**src/verilog/cal_regs_pkg.sv**
```systemverilog
`default_nettype none
package cal_regs_pkg;
	localparam int WORD_W = 16;
	localparam int DATA_W = 14;
	localparam int NUM_CAL = 10;
	localparam int NUM_DAC = 8;
	// pointer positions in walk order: gain, offset, dac0..dac7
	localparam logic [3:0] PTR_GAIN = 4'h0;
	localparam logic [3:0] PTR_OFFSET = 4'h1;
	localparam logic [3:0] PTR_LAST = 4'h9;
	// calibration select encodings
	localparam logic [1:0] SEL_ALL = 2'h0;
	localparam logic [1:0] SEL_GAIN_OFF = 2'h1;
	localparam logic [1:0] SEL_OFF = 2'h2;
	localparam logic [1:0] SEL_GAIN = 2'h3;
	// read select encodings
	localparam logic [1:0] RD_CAL = 2'h2;
	localparam logic [1:0] RD_STATUS = 2'h3;
	// status word field positions
	localparam int ST_BUSY = 14;
	localparam int ST_PM_HI = 9;
	localparam int ST_PM_LO = 8;
	localparam int ST_RD_HI = 7;
	localparam int ST_RD_LO = 6;
	localparam int ST_MODE = 5;
	localparam int ST_KIND = 3;
	localparam int ST_SEL_HI = 2;
	localparam int ST_SEL_LO = 1;
	localparam int ST_CAL = 0;
	// control word field positions
	localparam int CT_PM_LO = 8;
	localparam int CT_RD_LO = 6;
	localparam int CT_MODE = 5;
	localparam int CT_KIND = 3;
	localparam int CT_SEL_LO = 1;
	localparam int CT_START = 0;
	localparam logic [WORD_W-1:0] STATUS_RESET = 16'h0000;
	localparam logic [DATA_W-1:0] CAL_RESET = 14'h0000;

	typedef struct packed {
		logic [1:0] power_mgmt;
		logic [1:0] read_select;
		logic mode1;
		logic cal_kind_sel;
		logic [1:0] cal_select;
		logic start_calibration;
	} ctrl_t;
endpackage
`default_nettype wire

```
**src/verilog/cal_pointer.sv**
```systemverilog
`timescale 1ns/1ps
`default_nettype none
module cal_pointer (
	input wire logic clk,
	input wire logic resetn,
	input wire logic load,
	input wire logic [1:0] sel,
	input wire logic step,
	output logic [3:0] ptr
);
	logic [3:0] ptr_r;
	logic [3:0] ptr_nxt;

	function automatic logic [3:0] first_of(input logic [1:0] s);
		first_of = (s == cal_regs_pkg::SEL_OFF) ? cal_regs_pkg::PTR_OFFSET
			: cal_regs_pkg::PTR_GAIN;
	endfunction

	function automatic logic [3:0] last_of(input logic [1:0] s);
		case (s)
			cal_regs_pkg::SEL_ALL: last_of = cal_regs_pkg::PTR_LAST;
			cal_regs_pkg::SEL_GAIN_OFF: last_of = cal_regs_pkg::PTR_OFFSET;
			cal_regs_pkg::SEL_OFF: last_of = cal_regs_pkg::PTR_OFFSET;
			default: last_of = cal_regs_pkg::PTR_GAIN;
		endcase
	endfunction

	always_comb begin
		ptr_nxt = ptr_r;
		if (load) begin
			ptr_nxt = first_of(sel);
		end else if (step) begin
			if (ptr_r == last_of(sel)) begin
				ptr_nxt = first_of(sel);
			end else begin
				ptr_nxt = ptr_r + 4'h1;
			end
		end
	end

	always_ff @(posedge clk or negedge resetn) begin
		if (!resetn) begin
			ptr_r <= cal_regs_pkg::PTR_GAIN;
		end else begin
			ptr_r <= ptr_nxt;
		end
	end

	assign ptr = ptr_r;
endmodule // cal_pointer
`default_nettype wire

```
**src/verilog/sync2.sv**
```systemverilog
`timescale 1ns/1ps
`default_nettype none
module sync2 (
	input wire logic clk,
	input wire logic resetn,
	input wire logic d,
	output logic q
);
	logic meta_r;
	logic q_r;
	always_ff @(posedge clk or negedge resetn) begin
		if (!resetn) begin
			meta_r <= 1'b0;
			q_r <= 1'b0;
		end else begin
			meta_r <= d;
			q_r <= meta_r;
		end
	end
	assign q = q_r;
endmodule // sync2
`default_nettype wire

```
**src/verilog/adc_status_and_cal_access.sv**
```systemverilog
// Function
// - status word is 16 bits, read only; never written directly, built from control fields and busy flags
// - status reads all zero after power-up
// - bits 15 and 13..10 always read zero
// - bit 14 is one while conversion or calibration runs
// - bits 9..8 mirror the power management setting
// - bits 7 and 6 read one, except in the all-zero power-up status
// - bit 5 shows interface mode; cleared after every read cycle without a control write in the same cycle
// - bit 3 shows calibration kind: zero self, one system
// - bit 0 shows calibration running; bits 2..1 show selected group
// - ten calibration registers, eight dac, offset, gain, all host accessible
// - calibration engine updates the registers without host access
// - select field 00 all ten, 01 gain+offset, 10 offset, 11 gain
// - pointer resets on control write with start cleared and at end of group
// - reset pointer addresses gain, except offset-only selects offset
// - pointer advances by one after each register access
// - host may abort; next control write with start cleared resets pointer
// - calibration read data starts with two zero bits
// - control write with start cleared decodes select as address
// - offset and gain words are two zeros plus 14 data bits
`timescale 1ns/1ps
`default_nettype none
module adc_status_and_cal_access #(
	parameter int NUM_CAL = cal_regs_pkg::NUM_CAL
) (
	input wire logic clk,
	input wire logic resetn,
	input wire logic ctrl_wr,
	input wire logic [15:0] ctrl_wdata,
	input wire logic cal_wr,
	input wire logic [15:0] cal_wdata,
	input wire logic rd_xfer,
	input wire logic conv_busy,
	input wire logic cal_done,
	input wire logic eng_wr,
	input wire logic [3:0] eng_addr,
	input wire logic [13:0] eng_data,
	input wire logic sleep_n_pin,
	output logic [15:0] rd_data,
	output logic sleep_active,
	output logic cal_running,
	output logic mode1,
	output logic [3:0] cal_ptr
);
	cal_regs_pkg::ctrl_t ctrl_r;
	logic cal_run_r;
	logic [15:0] rd_data_r;
	logic [cal_regs_pkg::DATA_W-1:0] cal_mem_r [NUM_CAL];
	logic [15:0] status_w;
	logic ptr_load;
	logic ptr_step;
	logic sleep_sync;
	logic cal_rd;
	logic start_cal;

	sync2 u_sleep (
		.clk(clk),
		.resetn(resetn),
		.d(~sleep_n_pin),
		.q(sleep_sync)
	);

	// a start write kicks the engine; select is then a kind, not an address
	assign start_cal = ctrl_wr && ctrl_wdata[cal_regs_pkg::CT_START];
	assign ptr_load = ctrl_wr && !ctrl_wdata[cal_regs_pkg::CT_START];
	assign cal_rd = rd_xfer && (ctrl_r.read_select == cal_regs_pkg::RD_CAL);
	assign ptr_step = !ptr_load && (cal_wr || cal_rd);

	cal_pointer u_ptr (
		.clk(clk),
		.resetn(resetn),
		.load(ptr_load),
		.sel(ptr_load ? ctrl_wdata[cal_regs_pkg::CT_SEL_LO +: 2] : ctrl_r.cal_select),
		.step(ptr_step),
		.ptr(cal_ptr)
	);

	// control fields reflected in status
	always_ff @(posedge clk or negedge resetn) begin
		if (!resetn) begin
			ctrl_r <= '0;
		end else if (ctrl_wr) begin
			ctrl_r.power_mgmt <= ctrl_wdata[cal_regs_pkg::CT_PM_LO +: 2];
			ctrl_r.read_select <= ctrl_wdata[cal_regs_pkg::CT_RD_LO +: 2];
			ctrl_r.mode1 <= ctrl_wdata[cal_regs_pkg::CT_MODE];
			ctrl_r.cal_kind_sel <= ctrl_wdata[cal_regs_pkg::CT_KIND];
			ctrl_r.cal_select <= ctrl_wdata[cal_regs_pkg::CT_SEL_LO +: 2];
			ctrl_r.start_calibration <= ctrl_wdata[cal_regs_pkg::CT_START];
		end else if (rd_xfer) begin
			ctrl_r.mode1 <= 1'b0;
		end
	end

	// calibration run flag; set wins over done
	always_ff @(posedge clk or negedge resetn) begin
		if (!resetn) begin
			cal_run_r <= 1'b0;
		end else if (start_cal) begin
			cal_run_r <= 1'b1;
		end else if (cal_done) begin
			cal_run_r <= 1'b0;
		end
	end

	// coefficient store; engine has priority since host must not write mid-cal
	always_ff @(posedge clk or negedge resetn) begin
		if (!resetn) begin
			for (int i = 0; i < NUM_CAL; i++) begin
				cal_mem_r[i] <= cal_regs_pkg::CAL_RESET;
			end
		end else if (eng_wr && (eng_addr < 4'(NUM_CAL))) begin
			cal_mem_r[eng_addr] <= eng_data;
		end else if (cal_wr && !ptr_load && (cal_ptr < 4'(NUM_CAL))) begin
			cal_mem_r[cal_ptr] <= cal_wdata[cal_regs_pkg::DATA_W-1:0];
		end
	end

	always_comb begin
		status_w = cal_regs_pkg::STATUS_RESET;
		status_w[cal_regs_pkg::ST_BUSY] = conv_busy || cal_run_r;
		status_w[cal_regs_pkg::ST_PM_HI] = ctrl_r.power_mgmt[1];
		status_w[cal_regs_pkg::ST_PM_LO] = ctrl_r.power_mgmt[0];
		status_w[cal_regs_pkg::ST_RD_HI] = 1'b1;
		status_w[cal_regs_pkg::ST_RD_LO] = 1'b1;
		status_w[cal_regs_pkg::ST_MODE] = ctrl_r.mode1;
		status_w[cal_regs_pkg::ST_KIND] = ctrl_r.cal_kind_sel;
		status_w[cal_regs_pkg::ST_SEL_HI] = ctrl_r.cal_select[1];
		status_w[cal_regs_pkg::ST_SEL_LO] = ctrl_r.cal_select[0];
		status_w[cal_regs_pkg::ST_CAL] = cal_run_r;
		// status shows zero while all control fields are zero and nothing is busy (power-up value)
		if (!ctrl_r.read_select[1] && !cal_run_r && !conv_busy && ctrl_r == '0) begin
			status_w = cal_regs_pkg::STATUS_RESET;
		end
	end

	// read word registered for the serial shifter; refreshed every cycle
	always_ff @(posedge clk or negedge resetn) begin
		if (!resetn) begin
			rd_data_r <= cal_regs_pkg::STATUS_RESET;
		end else if (ctrl_r.read_select == cal_regs_pkg::RD_STATUS) begin
			rd_data_r <= status_w;
		end else if (ctrl_r.read_select == cal_regs_pkg::RD_CAL && cal_ptr < 4'(NUM_CAL)) begin
			rd_data_r <= {2'b00, cal_mem_r[cal_ptr]};
		end else begin
			rd_data_r <= cal_regs_pkg::STATUS_RESET;
		end
	end

	assign rd_data = rd_data_r;
	assign sleep_active = sleep_sync && (ctrl_r.power_mgmt == 2'h0);
	assign cal_running = cal_run_r;
	assign mode1 = ctrl_r.mode1;

	a_busy_bit: assert property (@(posedge clk) disable iff (!resetn)
		status_w[cal_regs_pkg::ST_BUSY] == (conv_busy || cal_run_r))
		else $error("busy bit wrong");
	a_fixed_zero: assert property (@(posedge clk) disable iff (!resetn)
		status_w[15] == 1'b0 && status_w[13:10] == 4'h0)
		else $error("reserved status bits not zero");
	a_mode_clear: assert property (@(posedge clk) disable iff (!resetn)
		rd_xfer && !ctrl_wr |=> !mode1)
		else $error("mode bit not cleared after read");
	a_ptr_load: assert property (@(posedge clk) disable iff (!resetn)
		ptr_load && ctrl_wdata[2:1] == cal_regs_pkg::SEL_OFF |=> cal_ptr == cal_regs_pkg::PTR_OFFSET)
		else $error("offset-only pointer wrong");
	a_ptr_gain: assert property (@(posedge clk) disable iff (!resetn)
		ptr_load && ctrl_wdata[2:1] != cal_regs_pkg::SEL_OFF |=> cal_ptr == cal_regs_pkg::PTR_GAIN)
		else $error("pointer not reset to gain");
	a_ptr_step: assert property (@(posedge clk) disable iff (!resetn)
		ptr_step && ctrl_r.cal_select == cal_regs_pkg::SEL_ALL && cal_ptr != 4'h9
		|=> cal_ptr == $past(cal_ptr) + 4'h1)
		else $error("pointer did not advance");
	a_ptr_wrap: assert property (@(posedge clk) disable iff (!resetn)
		ptr_step && cal_ptr == 4'h9 |=> cal_ptr == cal_regs_pkg::PTR_GAIN)
		else $error("pointer did not wrap");
	a_lead_zeros: assert property (@(posedge clk) disable iff (!resetn)
		ctrl_r.read_select == cal_regs_pkg::RD_CAL |=> rd_data[15:14] == 2'b00)
		else $error("leading zeros missing");
	a_id_bits: assert property (@(posedge clk) disable iff (!resetn)
		ctrl_r.read_select == cal_regs_pkg::RD_STATUS && !ctrl_wr |=> rd_data[7:6] == 2'b11)
		else $error("status id bits wrong");
	a_cal_flag: assert property (@(posedge clk) disable iff (!resetn)
		start_cal |=> cal_running && status_w[0])
		else $error("calibration flag not set");
	c_full_walk: cover property (@(posedge clk) disable iff (!resetn)
		ptr_step && cal_ptr == 4'h9);
	c_status_read: cover property (@(posedge clk) disable iff (!resetn)
		rd_xfer && ctrl_r.read_select == cal_regs_pkg::RD_STATUS);
	c_abort: cover property (@(posedge clk) disable iff (!resetn)
		ptr_load && cal_ptr != cal_regs_pkg::PTR_GAIN);
endmodule // adc_status_and_cal_access
`default_nettype wire

```
**config.mk**
```make
export PLATFORM = sky130hd
export DESIGN_NAME = adc_status_and_cal_access
export DESIGN_NICKNAME = d
export VERILOG_FILES = /design/src/verilog/cal_regs_pkg.sv /design/src/verilog/cal_pointer.sv /design/src/verilog/sync2.sv /design/src/verilog/adc_status_and_cal_access.sv
export SDC_FILE = /design/constraint.sdc
export NUM_CORES = 1
export LEC_CHECK = 0
export BUFFER_PORTS_ARGS = -buffer_cell sky130_fd_sc_hd__buf_4
export CORE_MARGIN = 10
export CORE_UTILIZATION = 50
export DETAILED_ROUTE_END_ITERATION = 10
export PLACE_DENSITY = 0.69
export RECOVER_POWER = 100
export SLEW_MARGIN = 20
export SYNTH_ARGS = -nofsm -noshare
export SYNTH_HDL_FRONTEND = slang
export SYNTH_SLANG_ARGS = --single-unit
```
**constraint.sdc**
```tcl
create_clock -name clk -period 7.2 [get_ports clk]
set_clock_uncertainty 0.05 [all_clocks]
set_input_delay 1.8 -clock clk [delete_from_list [all_inputs] [get_ports clk]]
set_output_delay 1.8 -clock clk [all_outputs]
set_load 0.01 [all_outputs]
```
### Word level (Yosys, flattened, before mapping)

Cells that the tools add are included.

| storage, ports and cells | value |
|---|---|
| bits in registers | 172 |
| bits of input ports | 59 |
| output and inout port bits | 23 |

| cells by class | value |
|---|---|
| add/sub/neg operators | 1 |
| magnitude comparators | 6 |
| eq/ne operators | 5 |
| mux-type cells | 26 |
| bitwise operators | 3 |
| reduce and logical (&&, ||, !) cells | 29 |

Operators with widths:

| operator | number |
|---|---|
| $bwmux 140 | 2 |
| $mux 140 | 2 |
| $demux 14 s4 | 2 |
| $mux 14 | 5 |
| $bmux 14 s4 | 1 |
| $mux 4 | 5 |
| $mux 16 | 1 |
| $mux 15 | 1 |
| $logic_and 1x1->1 | 14 |
| $ge 5x5->1 const B | 2 |
| $lt 5x1->1 const B | 2 |
| $not 4->5 | 2 |
| $logic_not 9->1 | 1 |
| $lt 4x4->1 const B | 2 |
| $pmux 4 s2 | 1 |
| $reduce_bool 2->1 | 4 |
| $eq 2x2->1 const B | 3 |
| $logic_not 1->1 | 5 |
| $mux 1 | 5 |
| $add 4x1->4 const B | 1 |
| $eq 4x4->1 | 1 |
| $logic_not 2->1 | 2 |
| $eq 2x1->1 const B | 1 |
| $logic_or 1x1->1 | 2 |
| 3 further kinds | 3 |

### Depth between registers and ports, before layout

Gate-level depths: netlist of run 1.

| logic depth | value |
|---|---|
| depth in word-level cells | 12 |
| mapped depth | 9 |
| mapped depth without buffers | 6 |

### Hierarchy

A second synthesis of run 1 with hierarchy kept.

| unflattened totals | value |
|---|---|
| cell total of the unflattened synthesis | 719 |
| area total of the unflattened synthesis | 9277.6 sq um |

By module, submodules not included:

| module | times used | cells an instance | area an instance (sq um) |
|---|---|---|---|
| adc_status_and_cal_access | 1 | 687 | 8953.6 |
| cal_pointer | 1 | 30 | 274.0 |
| sync2 | 1 | 2 | 50.0 |

### Least setup slack after synthesis of run 1

Ideal clock, no wire load.

| timing path | value |
|---|---|
| path kind | input to register |
| start | input port eng_addr[1] |
| end | register cal_mem_r[129] (netlist name) |
| setup time | 0.125 ns |
| data arrival time | 3.161 ns |
| required time | 7.025 ns |
| slack | 3.865 ns |
| stages | 4 |
| path buffers | 1 |
| cell sequence | nor4_1 -> a32o_2 -> buf_4 -> mux2_2 |

| on the way | value |
|---|---|
| longest elaborated chain between the ends | 7 |
| elaborated cells between the ends (all ways) | 11 |
| classes of those cells | order compare: 3; mux: 4; bitwise: 1; reduce/logical: 3 |

Ends and longest elaborated chain:

| element | line | RTL |
|---|---|---|
| start: declaration | adc_status_and_cal_access.sv:36 | `input wire logic [3:0] eng_addr,` |
| $not 4->5 (not written as such) | adc_status_and_cal_access.sv:112 | `cal_mem_r[eng_addr] <= eng_data;` |
| $ge 5x5->1 (not written as such) or $lt 5x1->1 (tied branches) | adc_status_and_cal_access.sv:112 |  |
| $logic_and 1x1->1 (not written as such) | adc_status_and_cal_access.sv:112 |  |
| $mux 14 (not written as such) | adc_status_and_cal_access.sv:112 |  |
| $demux 14 s4 | adc_status_and_cal_access.sv:112 |  |
| $bwmux 140 | adc_status_and_cal_access.sv:112 |  |
| $mux 140 | adc_status_and_cal_access.sv:111 | `end else if (eng_wr && (eng_addr < 4'(NUM_CAL))) begin` |
| end signal: indexed assignment | adc_status_and_cal_access.sv:109 | `cal_mem_r[i] <= cal_regs_pkg::CAL_RESET;` |
| end signal: indexed assignment | adc_status_and_cal_access.sv:112 |  |
| end signal: indexed assignment | adc_status_and_cal_access.sv:114 | `cal_mem_r[cal_ptr] <= cal_wdata[cal_regs_pkg::DATA_W-1:0];` |
| end: declaration | adc_status_and_cal_access.sv:48 | `logic [cal_regs_pkg::DATA_W-1:0] cal_mem_r [NUM_CAL];` |

Parallel ways exist; a longest one is shown, timed or not.
A chain may end at the register's enable or synchronous reset.

### Worst setup path in the final report of run 1

| timing path | value |
|---|---|
| start | register u_ptr.ptr_r[1] (netlist: u_ptr.ptr[1]) |
| end | register cal_mem_r[99] (netlist name) |

| on the way | value |
|---|---|
| longest elaborated chain between the ends | 8 |
| elaborated cells between the ends (all ways) | 12 |
| classes of those cells | order compare: 3; mux: 5; bitwise: 1; reduce/logical: 3 |

Ends and longest elaborated chain:

| element | line | RTL |
|---|---|---|
| start: declaration | cal_pointer.sv:11 | `logic [3:0] ptr_r;` |
| start signal: assignment | cal_pointer.sv:43 | `ptr_r <= cal_regs_pkg::PTR_GAIN;` |
| start signal: assignment | cal_pointer.sv:45 | `ptr_r <= ptr_nxt;` |
| $not 4->5 (not written as such) | adc_status_and_cal_access.sv:114 |  |
| $ge 5x5->1 (not written as such) or $lt 5x1->1 (tied branches) | adc_status_and_cal_access.sv:114 |  |
| $logic_and 1x1->1 (not written as such) | adc_status_and_cal_access.sv:114 |  |
| $mux 14 (not written as such) | adc_status_and_cal_access.sv:114 |  |
| $demux 14 s4 | adc_status_and_cal_access.sv:114 |  |
| $bwmux 140 | adc_status_and_cal_access.sv:114 |  |
| $mux 140 | adc_status_and_cal_access.sv:113 | `end else if (cal_wr && !ptr_load && (cal_ptr < 4'(NUM_CAL))) begin` |
| $mux 140 | adc_status_and_cal_access.sv:111 |  |

Parallel ways exist; a longest one is shown, timed or not. The select of a mux whose other input is x is not followed.

==> summary.txt, run 1 <==
Layout
  • Layout cell share with drive strength beyond 1: 24.61%
  • Most frequent cells in the layout: 170 x dfrtp_1, 74 x mux2_2, 70 x nor2_1, 70 x a21oi_1
  • Layout area overhead: 9.708%
  • Final core occ: 55.55%
  • Commonest non-fill, non-tap cell in the layout: dfrtp_1
  • Nets: 891

Routing
  • DRC violations left: 0
  • Antenna Nets Post-Route: 0
  • TritonRoute pass-1 iters: 6
  • Routed WL per cell: 27.51 microns
  • WL final: 29,600 microns
  • Total number of vias: 7,596
  • Initial DRC count: 1,027
  • Avg Vias per Cell: 7.059

STA
  • Fmax: 0.1979 GHz
  • Final worst slack: 2146 ps
  • Unrepaired setup endpoints after global routing: false
  • Final slew viol count: 145
  • Worst slew margin: -84.17%
  • Fin crit share: 70.19%
  • TNS Setup: 0 ps
  • Post-layout min period: 5054 ps
  • Final hold vios: 0
  • Hold_ws: 315.8 ps
  • Worst Max-Slew Pin Slew: 2762 ps
  • Final Setup Violations: 0

Pwr
  • Pint: 0.002404 W
  • Sequential power share: 38.8%
  • Pwr Density: 362.6 nW/um^2
  • Sw frac: 35.76%
  • P_sw: 0.001338 W
  • Combinational Power Share: 36.1%
  • Worst vdd ir: 0.0001988 V
  • Clock share of power: 25.1%
  • P_leak: 4.383 nW

Critical path
  • CP Depth: 5
  • CP max stage delay: 1890 ps
  • Critical path capture point type: flop
  • Setup CP Type: flop to flop
  • Worst setup SP type: flop
  • Reg2reg start: u_ptr.ptr[1]$_DFFE_PN0P_
  • Reg2Reg Capture Point: cal_mem_r[99]$_DFFE_PN0P_
  • Crit-path max FO: 37
  • Req. time, crit path: 7470 ps
  • Worst Path Arrival: 5320 ps
  • Critical-path cell list: clkbuf_1 -> ha_1 -> and3_1 -> o22a_1 -> mux2_2
  • FF-to-FF path depth: 5
  • Crit path max-delay family: buffers and inverters
  • Critical Path Sink: cal_mem_r[99]$_DFFE_PN0P_
  • Reg2reg setup slack: 2150 ps
  • Critical Path Slowest Stage Cell: clkbuf_1
  • Critical Path Source: u_ptr.ptr[1]$_DFFE_PN0P_
  • Buf/Inv on CP: 1

GRT
  • Initial antenna violation count: 1
  • First-pass GRT wire length: 44,840 microns
  • Number of global-route vias before repair: 7,718
  • Largest net degree at the start of global routing: 109
  • GRT Resource Usage Total: 23.84%
  • Grt ovf: 0

Yosys
  • Post-synth EDFFs: 0
  • Syn nets: 895
  • Syn avg cell area: 11.31 sq um
  • Post-synthesis sequential area ratio: 45.22%
  • Synth Instances: 832
  • Primary FF master, synth: dfrtp_1
  • #FFs+latches synth: 170
  • Synth cell types: 50
  • Synthesized cell area: 9408 sq um
  • Ys async rst share: 100.0%
  • Ys Warns: 0

Status
  • Failing checks: capacitance limit, slew limit
  • Outcome: complete, but fails checks

CTS
  • Post-CTS Setup Bufs: 0
  • Hold-fix buffers, CTS: 0
  • Clk pin slew, worst setup/hold paths: 70 ps
  • Post-CTS sizing: 0
  • Longest Clk Path Bufs: 2
  • Root Driver: clkbuf_16
  • Worst-Skew Late Latency: 440 ps
  • TritonCTS Buffers: 17
  • Clock sinks: 170
  • CTS tree: yes
  • Htree depth: 4

Flow run
  • Max Cap Viol: 2

Placed design
  • Setup WS pre-CTS: 2970 ps
  • Post-DP HPWL: 17,840 microns
  • IO Port Bufs: 71
  • Routability cong.: 0.8798

Floorplan
  • Initial core utilization: 50.63%
  • IO Pins: 82
  • Core Region: 18,580 sq um
  • Cell row count: 50
  • Die Height: 157.2 microns
  • Width of the chip: 157.2 microns
  • Die area: 24,700 sq um

Worst hold path
  • Tightest Hold Check Type: flop to flop
layer usage:
| layer | GRT usage [%] | wire, microns | vias to the layer above |
|---|---|---|---|
| met4 | 9.439 | 918 | 0 |
| met1 | 30.22 | 11640 | 3872 |
| met2 | 38.10 | 14120 | 479 |
| met3 | 6.305 | 2924 | 57 |
| met5 | 0 | 0 | - |
| li1 | - | - | 3188 |
power groups by stage:
stage | combinational [W] | sequential [W] | clock (W)
2_1_floorplan | 0.000990 | 0.00140 | 0
3_3_place_gp | 0.00132 | 0.00144 | 0
3_5_place_dp | 0.00136 | 0.00147 | 0
4_1_cts | 0.00137 | 0.00145 | 0.000945
5_1_grt | 0.00144 | 0.00149 | 0.000983
6_report | 0.00135 | 0.00145 | 0.000940
cell families after synthesis:
family,synth area share (%)
buffers and inverters,5.240
other,0.03986
xor gates and xnor gates,0.09311
adders and majority gates,0.5320
AOI/OAI and AO/OA,20.61
and+or+nand+nor,7.315
DFF,45.22
muxes,20.95
through the flow:
step | total power (W) | cell area [sq um] | instances
after detailed placement | 0.002832 | 9889 | 1042
after global routing | 0.003910 | 10320 | 1076
after floorplan | 0.002394 | 9408 | 832
after CTS | 0.003767 | 10490 | 1074
final | 0.003743 | 10320 | 1076
after global placement | 0.002762 | 9889 | 1042
how the worst min path moves through the flow:
stage | from | end | slack, ps | cells after the start
6_report | u_sleep.meta_r$_DFF_PN0_ | u_sleep.q$_DFF_PN0_ | 320 | 0
3_3_place_gp | u_sleep.meta_r$_DFF_PN0_ | u_sleep.q$_DFF_PN0_ | 280 | 0
2_1_floorplan | u_sleep.meta_r$_DFF_PN0_ | u_sleep.q$_DFF_PN0_ | 280 | 0
3_5_place_dp | u_sleep.meta_r$_DFF_PN0_ | u_sleep.q$_DFF_PN0_ | 290 | 0
5_1_grt | u_sleep.meta_r$_DFF_PN0_ | u_sleep.q$_DFF_PN0_ | 330 | 0
4_1_cts | u_sleep.meta_r$_DFF_PN0_ | u_sleep.q$_DFF_PN0_ | 320 | 0
synth_stat cells (2+ instances only):
cell / instances / share of area [%]
dfrtp_1: 170 / 45
mux2_2: 78 / 9.3
a21oi_1: 70 / 3.7
nor2_1: 70 / 2.8
clkbuf_1: 57 / 2.3
a32o_1: 56 / 6.0
a32oi_1: 56 / 5.2
nand2_1: 30 / 1.2
a22o_1: 28 / 2.6
buf_2: 28 / 1.5
mux4_2: 28 / 6.7
o21ai_0: 21 / 1.1
mux2i_1: 20 / 2.1
buf_1: 18 / 0.72
mux2_4: 15 / 2.4
and3_1: 13 / 0.86
nand2b_1: 6 / 0.40
nor2b_1: 5 / 0.33
nor3_1: 5 / 0.27
o22a_1: 5 / 0.47
and4_1: 4 / 0.37
ha_1: 4 / 0.53
inv_1: 4 / 0.16
buf_4: 3 / 0.24
buf_6: 3 / 0.36
nor3b_1: 3 / 0.24
o21ai_2: 3 / 0.28
and2_1: 2 / 0.13
mux2_1: 2 / 0.24
nor4_1: 2 / 0.13
o211ai_1: 2 / 0.16
o22a_4: 2 / 0.37
o22ai_1: 2 / 0.13
state kept, by name (all words and copies together) (netlist names):
register        cells
cal_mem_r         140
u_sleep.q           1
cal_running         1
u_sleep.meta_r      1
mode1               1
rd_data            15
ctrl_r              7
u_ptr.ptr           4
final cells by class:
cell class	count	area, sq um
flip-flops and latches	170	4254
diodes	1	2.502
repair buffers	86	553.0
clock inverters	13	143.9
clock buffers	19	452.9
fillers	1548	8259
well taps	234	292.8
inverters	4	15.01
multi-input cells	549	4607
Power figures use the tool's default switching activity.
==> run 2: changes to the inputs <==
- ABC_AREA: unset -> 1
- clock period: 7.2 -> 5.2 ns (I/O delays scaled with it)
==> run 2 against run 1 <==
First-iteration DRC count shrank 3.2%. Critical path type unchanged. Critical endpoint is now cal_mem_r[39]$_DFFE_PN0P_. Combinational power is 37% higher. The run still ends with capacitance limit, slew limit left. Register-to-register slack got worse by 1100 ps.
==> summary.txt, run 2 <==
CTS
  • Hold-fix buffers, CTS: 0 (unchanged)
  • Clock sinks: 170 (unchanged)
  • TritonCTS Buffers: 17 (unchanged)
  • CTS tree: yes (unchanged)
  • Post-CTS Setup Bufs: 0 (unchanged)
  • Post-CTS sizing: 0 (unchanged)
  • Worst-Skew Late Latency: 440 ps (about the same)
  • Clk pin slew, worst setup/hold paths: 70 ps (about the same)
  • Longest Clk Path Bufs: 2 (unchanged)
  • Htree depth: 4 (unchanged)
  • Root Driver: clkbuf_16 (unchanged)

STA
  • TNS Setup: 0 ps (unchanged)
  • Worst slew margin: -70.53% (was -84.17%)
  • Final Setup Violations: 0 (unchanged)
  • Hold_ws: 300.5 ps (was 315.8 ps)
  • Worst Max-Slew Pin Slew: 2558 ps (was 2762 ps)
  • Final hold vios: 0 (unchanged)
  • Fin crit share: 79.03% (was 70.19%)
  • Final slew viol count: 97 (was 145)
  • Unrepaired setup endpoints after global routing: false (unchanged)
  • Post-layout min period: 4110 ps (was 5054 ps)
  • Fmax: 0.2433 GHz (was 0.1979 GHz)

Yosys
  • Top-count cell post-synth: nand2_1 (was dfrtp_1)
  • Top cells by count, synth: 218 x nand2_1, 185 x o21ai_0, 170 x dfrtp_1 (was 170 x dfrtp_1, 78 x mux2_2, 70 x a21oi_1, 70 x nor2_1, 57 x clkbuf_1)
  • Synth top area cells: dfrtp_1 45%, o21ai_0 9.8%, o22ai_1 9.4%, nand2_1 8.6%, inv_1 6.1% (was dfrtp_1 45%, mux2_2 9.3%, mux4_2 6.7%, a32o_1 6.0%, a32oi_1 5.2%)
  • Post-synth EDFFs: 0 (unchanged)
  • Primary FF master, synth: dfrtp_1 (unchanged)
  • Ys Warns: 0 (unchanged)
  • Syn avg cell area: 8.104 sq um (was 11.31 sq um)
  • Syn nets: 1,234 (was 895)
  • Area leader, netlist: dfrtp_1 (unchanged)
  • Synthesized cell area: 9490 sq um (was 9408 sq um)
  • Yosys top cell area share: 44.83% (was 45.22%)
  • Synth cell types: 35 (was 50)
  • #FFs+latches synth: 170 (unchanged)
  • Ys async rst share: 100.0% (unchanged)
  • Post-synthesis sequential area ratio: 44.83% (was 45.22%)
  • Synth Instances: 1,171 (was 832)

Pwr
  • Worst vdd ir: 0.0002556 V (was 0.0001988 V)
  • Pwr Density: 499.3 nW/um^2 (was 362.6 nW/um^2)
  • P_leak: 4.684 nW (was 4.383 nW)

Worst hold path
  • Tightest Hold Check Type: flop to flop (unchanged)

Critical path
  • Worst Path Arrival: 4330 ps (was 5320 ps)
  • Setup CP Type: flop to flop (unchanged)
  • Critical-path cell list: buf_4 -> ha_1 -> nand3_1 -> o22ai_2 -> o21ai_0 (was clkbuf_1 -> ha_1 -> and3_1 -> o22a_1 -> mux2_2)
  • Crit-path max FO: 42 (was 37)
  • Worst setup SP type: flop (unchanged)
  • Critical path capture point type: flop (unchanged)
  • Critical Path Slowest Stage Cell: o22ai_2 (was clkbuf_1)
  • Req. time, crit path: 5420 ps (was 7470 ps)
  • Buf/Inv on CP: 1 (unchanged)
  • Crit path max-delay family: compound AO/OA/AOI/OAI gates (was buffers and inverters)
  • CP max stage delay: 1160 ps (was 1890 ps)

Routing
  • Routed WL per cell: 21.25 microns (was 27.51 microns)
  • TritonRoute pass-1 iters: 5 (was 6)
  • Antenna Nets Post-Route: 0 (unchanged)
  • Initial DRC count: 994 (was 1,027)
  • Total number of vias: 8,653 (was 7,596)
  • Avg Vias per Cell: 5.976 (was 7.059)
  • WL final: 30,760 microns (was 29,600 microns)
  • DRC violations left: 0 (unchanged)

Floorplan
  • Core Region: 18,710 sq um (was 18,580 sq um)
  • Initial core utilization: 50.74% (was 50.63%)
  • Width of the chip: 157.8 microns (was 157.2 microns)
  • Die area: 24,890 sq um (was 24,700 sq um)
  • IO Pins: 82 (unchanged)
  • Die Height: 157.8 microns (was 157.2 microns)
  • Cell row count: 50 (unchanged)

Layout
  • Most frequent cells in the layout: 221 x nand2_1, 207 x o21ai_0, 170 x dfrtp_1, 154 x inv_1, 142 x o22ai_1 (was 170 x dfrtp_1, 74 x mux2_2, 70 x nor2_1, 70 x a21oi_1)
  • Layout area overhead: 9.401% (was 9.708%)
  • Layout cell share with drive strength beyond 1: 11.29% (was 24.61%)
  • Antenna cells: 0 (was 1)
  • Final Non-Filler Cells: 1,448 (was 1,076)
  • Most flops, register: cal_mem_r (unchanged)
  • Nets: 1,264 (was 891)
  • Commonest non-fill, non-tap cell in the layout: nand2_1 (was dfrtp_1)
  • Max reg flops: 140 (unchanged)

GRT
  • Number of global-route vias before repair: 8,067 (was 7,718)
  • GRT Resource Usage Total: 25.09% (was 23.84%)
  • First-pass GRT wire length: 47,690 microns (was 44,840 microns)
  • Initial antenna violation count: 0 (was 1)
  • Grt ovf: 0 (unchanged)
  • Largest net degree at the start of global routing: 98 (was 109)

Status
  • Outcome: complete, but fails checks (unchanged)
  • Failing checks: capacitance limit, slew limit (unchanged)

Placed design
  • Post-Place Cells: 1,416 (was 1,042)
  • IO Port Bufs: 71 (unchanged)
  • Post-DP HPWL: 19,500 microns (was 17,840 microns)
  • Routability cong.: 0.9195 (was 0.8798)

Flow run
  • Max Cap Viol: 1 (was 2)
==> run 2: worst paths after layout <==
check / start / end / slack [ps] / cells past startpoint
max in group asynchronous: resetn / cal_mem_r[4]$_DFFE_PN0P_ / 2000 / 1
hold reg to reg: u_sleep.meta_r$_DFF_PN0_ / u_sleep.q$_DFF_PN0_ / 300 / 0
setup / recovery: u_ptr.ptr[0]$_DFFE_PN0P_ / cal_mem_r[39]$_DFFE_PN0P_ / 1090 / 5
hold / removal: u_sleep.meta_r$_DFF_PN0_ / u_sleep.q$_DFF_PN0_ / 300 / 0
setup reg to reg: u_ptr.ptr[0]$_DFFE_PN0P_ / cal_mem_r[39]$_DFFE_PN0P_ / 1090 / 5
min in group asynchronous: resetn / cal_mem_r[123]$_DFFE_PN0P_ / 1550 / 1
==> run 2: power by group <==
| part | internal, W | total (W) | leakage (nW) | switching, W |
|---|---|---|---|---|
| Clock | 0.000721 | 0.00129 | 0.290 | 0.000570 |
| Combinational | 0.000587 | 0.00185 | 2.19 | 0.00126 |
| Sequential | 0.00180 | 0.00205 | 2.21 | 0.000242 |
| Total | 0.00311 | 0.00518 | 4.68 | 0.00207 |
==> run 2: per-stage QoR <==
step                      util [%]  area, sq um  total power, W  setup WS (ps)
after floorplan                  -         9490        0.003310           2585
after global placement       53.72        10050        0.003913           1370
after detailed placement     53.72        10050        0.003958           1334
after CTS                    56.84        10630        0.005248           1790
after global routing         55.51        10380        0.005506          802.6
final                        55.51        10380        0.005184           1090
==> run 2: worst reg2reg max path, delay by kind of cell, from the launching register on <==
family | cells | cell delay, ps
flops | 1 | 1020
buf+inv | 1 | 530
fa+ha+maj | 1 | 360
simple gates | 1 | 630
compound gates | 2 | 1360
==> run 2: metal layers <==
layer / global-route usage [%] / vias up / share of wire [%]
li1: - / 4015 / -
met1: 34.83 / 4067 / 41
met2: 35.04 / 488 / 43
met3: 7.463 / 83 / 12
met4: 11.62 / 0 / 4.0
met5: 0 / - / 0
==> run 2: cell type report <==
type	instances	area [sq um]
clock buffer	18	439.2
clock inverter	14	145.1
timing repair buffer	82	539.3
multi-input combinational	758	4066
fill	1773	8323
inverter	172	645.6
sequential	170	4254
tap	234	292.8
==> run 2: cells by family after synthesis <==
kind of cell	after synthesis	share of synthesized area (%)
AO/OA/AOI/OAI	424	25.67
XOR/XNOR	2	0.1846
adder cells (fa/ha/maj)	4	0.5274
buffers and inverters	243	10.69
flip-flops	170	44.83
multiplexers	28	4.113
other	1	0.03951
AND/OR/NAND/NOR	299	13.95
